## src/design/dtf_pkg.sv

```systemverilog
package dtf_pkg;

	// ------------------------------------------------------------
	// frame geometry
	// ------------------------------------------------------------
	localparam int DTF_FRAME_BITS = 32;
	localparam int DTF_CMD_BITS = 8;
	localparam int DTF_NCHAN = 16;
	localparam int DTF_CODE_W = 16;
	localparam int DTF_SET_W = 8;
	// data field sits at frame bits [23:8]
	localparam int DTF_DATA_LSB = 8;

	// ------------------------------------------------------------
	// thermal trip points, degrees C (set by the analog detectors)
	// ------------------------------------------------------------
	localparam int DTF_TEMP_TRIP_C = 160;
	localparam int DTF_TEMP_RECOVER_C = 150;

	// ------------------------------------------------------------
	// command codes (upper nibble or whole byte)
	// ------------------------------------------------------------
	localparam logic [3:0] DTF_NIB_WR_CODE = 4'h0;
	localparam logic [3:0] DTF_NIB_WR_SET = 4'h1;
	localparam logic [3:0] DTF_NIB_RD_CODE = 4'h8;
	localparam logic [3:0] DTF_NIB_RD_SET = 4'h9;
	localparam logic [7:0] DTF_CMD_WR_CFG = 8'h70;
	localparam logic [7:0] DTF_CMD_WR_PD = 8'h71;
	localparam logic [7:0] DTF_CMD_WR_FAULT = 8'h76;
	localparam logic [7:0] DTF_CMD_RD_CFG = 8'hF0;
	localparam logic [7:0] DTF_CMD_RD_PD = 8'hF1;
	localparam logic [7:0] DTF_CMD_RD_FAULT = 8'hF6;
	localparam logic [7:0] DTF_CMD_RD_TSD = 8'hF7;

	// ------------------------------------------------------------
	// field positions within the 16-bit data field
	// ------------------------------------------------------------
	localparam int DTF_CFG_RST_BIT = 15;
	localparam int DTF_CFG_TSDOFF_BIT = 2;
	localparam int DTF_CFG_MISC_LSB = 0;
	localparam int DTF_FLT_TSF_BIT = 2;
	// settings byte occupies data bits [11:4] (frame [19:12])
	localparam int DTF_SET_LSB = 4;

	// ------------------------------------------------------------
	// reset values
	// ------------------------------------------------------------
	localparam logic [15:0] DTF_CODE_RST = 16'h0000;
	localparam logic [7:0] DTF_SET_RST = 8'h00;
	localparam logic [15:0] DTF_PD_RST = 16'h0000;

endpackage

```

## src/design/dtf_frame_if.sv

```systemverilog
`timescale 1ns/1ns
// frame receiver to command core
interface dtf_frame_if;
	logic cmd_valid;
	logic frame_done;
	logic cs_rise;
	logic [7:0] cmd;
	logic [15:0] data;
	logic [15:0] rd_word;

	modport rx (
		output cmd_valid,
		output frame_done,
		output cs_rise,
		output cmd,
		output data,
		input rd_word
	);

	modport core (
		input cmd_valid,
		input frame_done,
		input cs_rise,
		input cmd,
		input data,
		output rd_word
	);
endinterface

```

## src/design/dtf_spi_rx.sv

```systemverilog
`timescale 1ns/1ns
module dtf_spi_rx
	import dtf_pkg::*;
(
	input wire logic clk,
	input wire logic sys_rst,
	input wire logic sclk,
	input wire logic frame_select_load,
	input wire logic sdi,
	output logic sdo,
	dtf_frame_if.rx fi
);

	logic [2:0] pin_s1;
	logic [2:0] pin_s2;
	logic sclk_prev;
	logic cs_prev;
	logic [5:0] bit_cnt;
	logic [31:0] sh_in;
	logic [23:0] sh_out;
	logic load_out;
	logic sclk_rise;
	logic sclk_fall;
	logic cs_high;

	// ------------------------------------------------------------
	// pin synchronisers and edge finding
	// ------------------------------------------------------------
	// two stages; only the second stage feeds logic
	always_ff @(posedge clk) begin
		pin_s1 <= {sclk, frame_select_load, sdi};
		pin_s2 <= pin_s1;
		sclk_prev <= pin_s2[2];
		cs_prev <= pin_s2[1];
	end

	assign sclk_rise = pin_s2[2] & ~sclk_prev;
	assign sclk_fall = ~pin_s2[2] & sclk_prev;
	assign cs_high = pin_s2[1];

	// ------------------------------------------------------------
	// shift in, msb first on rising sclk
	// ------------------------------------------------------------
	always_ff @(posedge clk) begin
		if (sys_rst || cs_high) begin
			bit_cnt <= '0;
		end else if (sclk_rise && bit_cnt <= 6'(DTF_FRAME_BITS)) begin
			bit_cnt <= bit_cnt + 6'd1;
		end
	end

	always_ff @(posedge clk) begin
		if (sys_rst) begin
			sh_in <= '0;
		end else if (sclk_rise && !cs_high) begin
			sh_in <= {sh_in[30:0], pin_s2[0]};
		end
	end

	// command byte complete on the eighth rising edge
	always_ff @(posedge clk) begin
		if (sys_rst) begin
			fi.cmd_valid <= 1'b0;
			fi.cmd <= '0;
		end else begin
			fi.cmd_valid <= sclk_rise && !cs_high &&
				bit_cnt == 6'(DTF_CMD_BITS - 1);
			if (sclk_rise && !cs_high &&
				bit_cnt == 6'(DTF_CMD_BITS - 1)) begin
				fi.cmd <= {sh_in[6:0], pin_s2[0]};
			end
		end
	end

	// a short or long frame is dropped: only exactly 32 bits execute
	always_ff @(posedge clk) begin
		if (sys_rst) begin
			fi.frame_done <= 1'b0;
			fi.cs_rise <= 1'b0;
			fi.data <= '0;
		end else begin
			fi.cs_rise <= cs_high & ~cs_prev;
			fi.frame_done <= cs_high && !cs_prev &&
				bit_cnt == 6'(DTF_FRAME_BITS);
			fi.data <= sh_in[DTF_DATA_LSB +: DTF_CODE_W];
		end
	end

	// ------------------------------------------------------------
	// readback, changes on falling sclk
	// ------------------------------------------------------------
	// rd_word is decoded from cmd in the cmd_valid cycle and loaded one cycle after cmd_valid
	always_ff @(posedge clk) begin
		if (sys_rst) begin
			load_out <= 1'b0;
			sh_out <= '0;
			sdo <= 1'b0;
		end else begin
			load_out <= fi.cmd_valid;
			if (cs_high) begin
				sdo <= 1'b0;
			end else if (load_out) begin
				sh_out <= {fi.rd_word, 8'h00};
			end else if (sclk_fall && bit_cnt >= 6'(DTF_CMD_BITS)) begin
				sdo <= sh_out[23];
				sh_out <= {sh_out[22:0], 1'b0};
			end
		end
	end

endmodule

```

## src/design/dtf_top.sv

```systemverilog
`timescale 1ns/1ns
module dtf_top
	import dtf_pkg::*;
#(
	parameter int NCHAN = DTF_NCHAN
)
(
	input wire logic clk,
	input wire logic sys_rst,
	input wire logic sclk,
	input wire logic frame_select_load,
	input wire logic sdi,
	input wire logic clear_input_pin_n,
	input wire logic [NCHAN-1:0] overtemp_trip,
	input wire logic [NCHAN-1:0] overtemp_warm,
	output logic sdo,
	output logic alarm_out,
	output logic alarm_oe_n,
	output logic [NCHAN-1:0] chan_power_down,
	output logic chip_power_down,
	output logic overtemp_protect_off,
	output logic [NCHAN-1:0] toggle_mode,
	output logic wr_valid,
	output logic wr_kind,
	output logic [3:0] wr_chan,
	output logic [15:0] wr_data
);

	dtf_frame_if fi();

	logic [NCHAN-1:0] trip_s1;
	logic [NCHAN-1:0] trip_s2;
	logic [NCHAN-1:0] warm_s1;
	logic [NCHAN-1:0] warm_s2;
	logic clr_s1;
	logic clr_s2;
	logic soft_rst;
	logic init;
	logic all_cool;
	logic [NCHAN-1:0] trip_evt;
	logic any_trip;
	logic [NCHAN-1:0] new_trip;
	logic any_new_trip;
	logic [NCHAN-1:0] channel_overtemp_status;
	logic [NCHAN-1:0] pd_reg;
	logic overtemp_fault_flag;
	logic [1:0] cfg_misc;
	logic [DTF_CODE_W-1:0] channel_code_bits [NCHAN];
	logic [DTF_SET_W-1:0] chan_set [NCHAN];
	logic [3:0] cmd_chan;
	logic wr_code_hit;
	logic wr_set_hit;
	logic wr_cfg_hit;
	logic wr_pd_hit;
	logic wr_flt_hit;

	// ------------------------------------------------------------
	// serial frame receiver
	// ------------------------------------------------------------
	dtf_spi_rx u_rx (
		.clk(clk),
		.sys_rst(sys_rst),
		.sclk(sclk),
		.frame_select_load(frame_select_load),
		.sdi(sdi),
		.sdo(sdo),
		.fi(fi)
	);

	// ------------------------------------------------------------
	// command decode
	// ------------------------------------------------------------
	// exact whole-byte match, used by both the write and the read decode
	function automatic logic cmd_is(input logic [7:0] c,
		input logic [7:0] code);
		cmd_is = (c == code);
	endfunction

	// nibble-addressed commands carry the channel in the low nibble
	function automatic logic nib_is(input logic [7:0] c,
		input logic [3:0] nib);
		nib_is = (c[7:4] == nib);
	endfunction

	// reads decode from the command byte alone, so the receiver can load
	// the answer well before the first data bit is shifted out
	assign cmd_chan = fi.cmd[3:0];
	assign wr_code_hit = fi.frame_done &&
		nib_is(fi.cmd, DTF_NIB_WR_CODE);
	assign wr_set_hit = fi.frame_done &&
		nib_is(fi.cmd, DTF_NIB_WR_SET);
	assign wr_cfg_hit = fi.frame_done && cmd_is(fi.cmd, DTF_CMD_WR_CFG);
	assign wr_pd_hit = fi.frame_done && cmd_is(fi.cmd, DTF_CMD_WR_PD);
	assign wr_flt_hit = fi.frame_done && cmd_is(fi.cmd, DTF_CMD_WR_FAULT);

	// ------------------------------------------------------------
	// detector and clear pin synchronisers
	// ------------------------------------------------------------
	// detectors are analog and asynchronous to clk
	always_ff @(posedge clk) begin
		trip_s1 <= overtemp_trip;
		trip_s2 <= trip_s1;
		// warm detectors only gate recovery, so no edge finding
		warm_s1 <= overtemp_warm;
		warm_s2 <= warm_s1;
		clr_s1 <= clear_input_pin_n;
		clr_s2 <= clr_s1;
	end

	// ------------------------------------------------------------
	// reset sources
	// ------------------------------------------------------------
	// soft reset self clears: one cycle after the config write
	always_ff @(posedge clk) begin
		if (sys_rst) begin
			soft_rst <= 1'b0;
		end else begin
			soft_rst <= wr_cfg_hit && fi.data[DTF_CFG_RST_BIT];
		end
	end

	// clear pin held low acts as a level reset of the register state;
	// limitation: it and soft reset release latched channels without
	// looking at the warm detectors, a still hot channel trips again
	assign init = sys_rst | soft_rst | ~clr_s2;

	// ------------------------------------------------------------
	// thermal events
	// ------------------------------------------------------------
	// every detector below the recovery point before release
	assign all_cool = ~|warm_s2;

	// one trip term per channel; the disable bit masks them all
	genvar gi;
	generate
		for (gi = 0; gi < NCHAN; gi++) begin : g_trip
			assign trip_evt[gi] = trip_s2[gi] &
				~overtemp_protect_off;
			// only a channel not yet latched counts as a fresh trip
			assign new_trip[gi] = trip_evt[gi] &
				~channel_overtemp_status[gi];
		end
	endgenerate

	// level keeps the fault flag up; the fresh-trip pulse drives the
	// alarm so a frame end can release it while the die is still hot
	assign any_trip = |trip_evt;
	assign any_new_trip = |new_trip;

	// ------------------------------------------------------------
	// thermal status and power-down registers
	// ------------------------------------------------------------
	// a trip beats any pd write in the same cycle; a cleared bit only
	// releases a latched channel when all detectors read cool and the
	// fault flag is already clear, so one stray write cannot undo a
	// shutdown the host has not yet seen
	always_ff @(posedge clk) begin
		if (init) begin
			channel_overtemp_status <= '0;
			pd_reg <= DTF_PD_RST;
		end else begin
			for (int i = 0; i < NCHAN; i++) begin
				if (trip_evt[i]) begin
					channel_overtemp_status[i] <= 1'b1;
					pd_reg[i] <= 1'b1;
				end else if (wr_pd_hit) begin
					if (!channel_overtemp_status[i]) begin
						pd_reg[i] <= fi.data[i];
					end else if (all_cool && !fi.data[i] &&
						!overtemp_fault_flag) begin
						pd_reg[i] <= 1'b0;
						channel_overtemp_status[i] <= 1'b0;
					end
				end
			end
		end
	end

	// ------------------------------------------------------------
	// fault flag
	// ------------------------------------------------------------
	// sticky; host write may clear, a trip in that cycle wins; the trip
	// term is a level, so with protection on a clear while a detector is still hot never
	// takes effect
	always_ff @(posedge clk) begin
		if (init) begin
			overtemp_fault_flag <= 1'b0;
		end else if (any_trip) begin
			overtemp_fault_flag <= 1'b1;
		end else if (wr_flt_hit) begin
			overtemp_fault_flag <= fi.data[DTF_FLT_TSF_BIT];
		end
	end

	// ------------------------------------------------------------
	// alarm pin, open drain
	// ------------------------------------------------------------
	// level is always low; the enable decides pull-down or release
	always_ff @(posedge clk) begin
		if (sys_rst) begin
			alarm_out <= 1'b0;
		end else begin
			alarm_out <= 1'b0;
		end
	end

	// release on frame end regardless of temperature; a fresh trip in
	// the same cycle keeps the pin pulled low. a channel that stays hot
	// after release does not pull again: only a channel that newly
	// latches does, so the host is not locked out of the alarm
	always_ff @(posedge clk) begin
		if (sys_rst) begin
			alarm_oe_n <= 1'b1;
		end else if (any_new_trip) begin
			alarm_oe_n <= 1'b0;
		end else if (fi.cs_rise) begin
			alarm_oe_n <= 1'b1;
		end
	end

	// ------------------------------------------------------------
	// configuration register
	// ------------------------------------------------------------
	// the reset bit is not stored: it only fires soft_rst and reads 0
	always_ff @(posedge clk) begin
		if (init) begin
			overtemp_protect_off <= 1'b0;
			cfg_misc <= 2'b00;
		end else if (wr_cfg_hit) begin
			overtemp_protect_off <= fi.data[DTF_CFG_TSDOFF_BIT];
			cfg_misc <= fi.data[DTF_CFG_MISC_LSB +: 2];
		end
	end

	// ------------------------------------------------------------
	// channel codes and settings
	// ------------------------------------------------------------
	// per-channel storage; clear pin and soft reset zero it too
	always_ff @(posedge clk) begin
		if (init) begin
			for (int i = 0; i < NCHAN; i++) begin
				channel_code_bits[i] <= DTF_CODE_RST;
				chan_set[i] <= DTF_SET_RST;
			end
		end else begin
			if (wr_code_hit) begin
				channel_code_bits[cmd_chan] <= fi.data;
			end
			if (wr_set_hit) begin
				// mode, dither phase, dither period, toggle source
				chan_set[cmd_chan] <=
					fi.data[DTF_SET_LSB +: DTF_SET_W];
			end
		end
	end

	// ------------------------------------------------------------
	// write notification to the converter side
	// ------------------------------------------------------------
	// kind 0 is a code, kind 1 a settings byte in data[11:4]
	// fields stay standing between pulses for a slow consumer
	always_ff @(posedge clk) begin
		if (sys_rst) begin
			wr_valid <= 1'b0;
			wr_kind <= 1'b0;
			wr_chan <= '0;
			wr_data <= '0;
		end else begin
			wr_valid <= wr_code_hit | wr_set_hit;
			if (wr_code_hit | wr_set_hit) begin
				wr_kind <= wr_set_hit;
				wr_chan <= cmd_chan;
				wr_data <= fi.data;
			end
		end
	end

	// ------------------------------------------------------------
	// channel and chip power state
	// ------------------------------------------------------------
	// a fully tripped die also shuts reference and bias down
	// chip bit follows status, not pd, so a pd write cannot fake it
	always_ff @(posedge clk) begin
		if (sys_rst) begin
			chan_power_down <= '0;
			chip_power_down <= 1'b0;
			toggle_mode <= '0;
		end else begin
			chan_power_down <= pd_reg;
			chip_power_down <= &channel_overtemp_status;
			for (int i = 0; i < NCHAN; i++) begin
				toggle_mode[i] <= chan_set[i][DTF_SET_W-1];
			end
		end
	end

	// ------------------------------------------------------------
	// readback word, same layout as the matching write
	// ------------------------------------------------------------
	// unknown read codes return zero
	// the receiver loads this one cycle after the command byte lands
	always_comb begin
		fi.rd_word = '0;
		if (nib_is(fi.cmd, DTF_NIB_RD_CODE)) begin
			fi.rd_word = channel_code_bits[cmd_chan];
		end else if (nib_is(fi.cmd, DTF_NIB_RD_SET)) begin
			fi.rd_word[DTF_SET_LSB +: DTF_SET_W] =
				chan_set[cmd_chan];
		end else if (cmd_is(fi.cmd, DTF_CMD_RD_CFG)) begin
			fi.rd_word[DTF_CFG_TSDOFF_BIT] = overtemp_protect_off;
			fi.rd_word[DTF_CFG_MISC_LSB +: 2] = cfg_misc;
		end else if (cmd_is(fi.cmd, DTF_CMD_RD_PD)) begin
			fi.rd_word = pd_reg;
		end else if (cmd_is(fi.cmd, DTF_CMD_RD_FAULT)) begin
			fi.rd_word[DTF_FLT_TSF_BIT] = overtemp_fault_flag;
		end else if (cmd_is(fi.cmd, DTF_CMD_RD_TSD)) begin
			// channel 15 leaves first, msb first shift
			fi.rd_word = channel_overtemp_status;
		end
	end

endmodule

```

## config.mk

```make
export PLATFORM = sky130hd
export DESIGN_NAME = dtf_top
export DESIGN_NICKNAME = d
export VERILOG_FILES = /design/src/design/dtf_pkg.sv /design/src/design/dtf_frame_if.sv /design/src/design/dtf_spi_rx.sv /design/src/design/dtf_top.sv
export SDC_FILE = /design/constraint.sdc
export NUM_CORES = 1
export LEC_CHECK = 0
export CORE_ASPECT_RATIO = 0.75
export CORE_MARGIN = 4
export CORE_UTILIZATION = 63
export DETAILED_ROUTE_END_ITERATION = 6
export DONT_BUFFER_PORTS = 1
export MAX_ROUTING_LAYER = met4
export PLACE_DENSITY_LB_ADDON = 0.25
export SETUP_SLACK_MARGIN = 0.1
export SYNTH_ARGS = -nofsm -noshare
export SYNTH_HDL_FRONTEND = slang
export SYNTH_SLANG_ARGS = --single-unit
export TNS_END_PERCENT = 30
```

## constraint.sdc

```tcl
create_clock -name clk -period 3.7 [get_ports clk]
set_clock_uncertainty 0.15 [all_clocks]
set_input_delay 0.37 -clock clk [delete_from_list [all_inputs] [get_ports clk]]
set_output_delay 0.37 -clock clk [all_outputs]
set_load 0.01 [all_outputs]
```

==> results.json <==
{
  "place_inst": 2373,
  "cts_buffers": 56,
  "clock_sinks": 630,
  "status": "complete, no violations",
  "timing.hold.ws_ns": 0.0355,
  "clk_path_buf_depth": 3,
  "drt_iter0_markers": 2341,
  "synth_top_area_share_pct": 44.6,
  "hold_path_end": "chan_power_down[6]",
  "synthArstFlopShare_pct": 0,
  "core_area_mm2": 0.0400,
  "avgSynthCellArea_um2": 13.4,
  "path_cells": "or4b_1 > buf_4 > or3_4 > nor4_4 > nand2b_1",
  "ys_ff_latch": 630,
  "cp.required_ns": 3.75,
  "cts_root_buf": "clkbuf_16",
  "initial_core_util_pct": 64.5,
  "netlist_area_mm2": 0.0258,
  "power_density_mw_per_mm2": 504,
  "syn_nets": 1968,
  "ir_worst_vdd_mv": 0.469,
  "arrival_ns": 3.27,
  "grt_pass1_vias": 15896,
  "antenna_found_initial": 5,
  "hpwl_um": 40900,
  "path_buf_inv": 1,
  "vias": 16147,
  "die_w_um": 242,
  "reg2reg_depth": 5,
  "worst_setup_path_end_kind": "register",
  "ys_seq_area_share_pct": 63.7,
  "nets": 1988,
  "cp-start-kind": "register",
  "place_ws_ns": 0.565,
  "track_usage_pct": 30.0,
  "viasPerCell": 6.41,
  "reg.largest.list": "channel_code_bits (256), chan_set (128), u_rx.sh_in (24)",
  "tns_ns": 0,
  "drive_gt1_share_pct": 15.0,
  "slew_violations": 0,
  "yosysMostFrequentCell": "and2_1",
  "cp_slowest_cell": "nand2b_1",
  "slowest_delay_ns": 0.71,
  "crit_cells": 5,
  "finalCriticalPeriod_ns": 3.22,
  "hold_path_class": "input port to register",
  "io_pins": 97,
  "grt-ovfl-total": 0,
  "synthFlopType": "edfxtp_1",
  "final_core_util_pct": 72.3,
  "worstPathMaxFanout": 23,
  "critPathKind": "register to register",
  "cts_setup_buffers": 0,
  "cap_violations": 0,
  "grt_max_degree": 111,
  "worstHoldStart": "sys_rst",
  "insertion_delay_ns": 0.60,
  "rows": 63,
  "layout_setup_ws_ns": 0.482,
  "tightest_slew_ns": 1.12,
  "min_path_cells": 2,
  "ys_top_cells_by_count": "385 x and2_1, 384 x edfxtp_1, 246 x dfxtp_1",
  "clk_pin_slew_worst_paths_ns": 0.07,
  "netlist_top_cells_area": "edfxtp_1 45%, dfxtp_1 19%, and2_1 9.3%",
  "place_congestion": 0.997,
  "synth_top_cell_by_area": "edfxtp_1",
  "final-setup-viol-count": 0,
  "yosysUniqueCellTypes": 67,
  "r2r-end": "channel_code_bits[4][5]",
  "critical-path-top-delay-family": "simple AND/OR/NAND/NOR gates",
  "die_area_mm2": 0.0444,
  "top_register": "channel_code_bits",
  "wl_per_cell_um": 25.7,
  "ant_nets": 0,
  "cts_tree": "yes",
  "grt_pass1_wl_um": 98200,
  "max_freq_mhz": 311,
  "syn2layout_area_growth_pct": 12.0,
  "h-tree-depth": 2,
  "max_slew_margin_pct": 25.1,
  "p_leak_uw": 0.0105,
  "stdcell_count": 2519,
  "startpoint": "u_rx.fi.cmd[7]",
  "drtPass1Iterations": 6,
  "grt_setup_unrepaired": "false",
  "hold_viol_final": 0,
  "synth-edff-count": 384,
  "fin_crit_sh_pct": 87.0,
  "cts.repair.resized": 0,
  "portBuffers": 0,
  "r2r_setup_slack_ns": 0.48,
  "synthCells": 1928,
  "hold_buffers": 37,
  "drc": 0,
  "yosysWarnings": 0,
  "die_height_um": 183,
  "finalWirelength_um": 64700,
  "largest_register_ffs": 256,
  "r2r_start": "u_rx.fi.cmd[7]"
}
==> routing by layer <==
metal | part of all wire (%) | global-route usage [%]
met3 | 11 | 6.08
met5 | 0 | -
met4 | 2.1 | 5.92
met2 | 46 | 45.8
met1 | 41 | 43.0
==> worst max-delay path by stage <==
stage / endpoint
4_1_cts: channel_code_bits[4][4]
2_1_floorplan: channel_code_bits[0][0]
3_3_place_gp: channel_code_bits[2][13]
3_5_place_dp: channel_code_bits[4][0]
6_report: channel_code_bits[4][5]
5_1_grt: chan_set[2][4]
==> power by group <==
part	internal [µW]	switching (µW)	leakage [µW]
Clock	3720	2620	0.000994
Combinational	162	225	0.00324
Sequential	7680	174	0.00631
==> logic make-up after synthesis <==
kind of cell             share of synthesized area [%]
AO/OA/AOI/OAI                                     5.36
XOR/XNOR                                         0.136
adder cells (fa/ha/maj)                         0.0968
buffers and inverters                             2.37
flip-flops                                        63.7
multiplexers                                      10.5
other                                           0.0145
AND/OR/NAND/NOR                                   17.9
==> worst reg2reg max path: stages, from the launching register on <==
cell,delay (ns)
dfxtp_1,0.40
or4b_1,0.59
buf_4,0.24
or3_4,0.47
nor4_4,0.25
nand2b_1,0.71
==> metrics by stage <==
stage | power (µW) | cell area [µm²]
4_1_cts | 14600 | 28900
2_1_floorplan | 8150 | 25800
3_5_place_dp | 8330 | 26500
6_report | 14600 | 28900
3_3_place_gp | 8300 | 26500
5_1_grt | 15000 | 28900
==> layout make-up <==
| type | count | area [µm²] |
|---|---|---|
| Sequential cell | 630 | 16500 |
| Clock buffer | 79 | 1710 |
| Inverter | 8 | 30.0 |
| Tap cell | 520 | 651 |
| Clock inverter | 26 | 332 |
| Antenna cell | 4 | 10.0 |
| Multi-Input combinational cell | 1147 | 8790 |
| Timing Repair Buffer | 105 | 948 |
| Fill cell | 2551 | 11100 |
==> cells in the final DEF, fill, tap and decap left out, types with 28 or more instances in the layout <==
master,count
and2_1,385
edfxtp_1,384
dfxtp_1,237
mux4_2,103
nor2_1,87
nand2_1,80
a21oi_1,65
clkbuf_16,64
buf_4,64
nor2b_1,54
nand2b_1,51
mux2i_1,39
o21ai_0,38
dlygate4sd3_1,36
nor4_1,28
No activity file was read; power rests on OpenSTA's default activity.
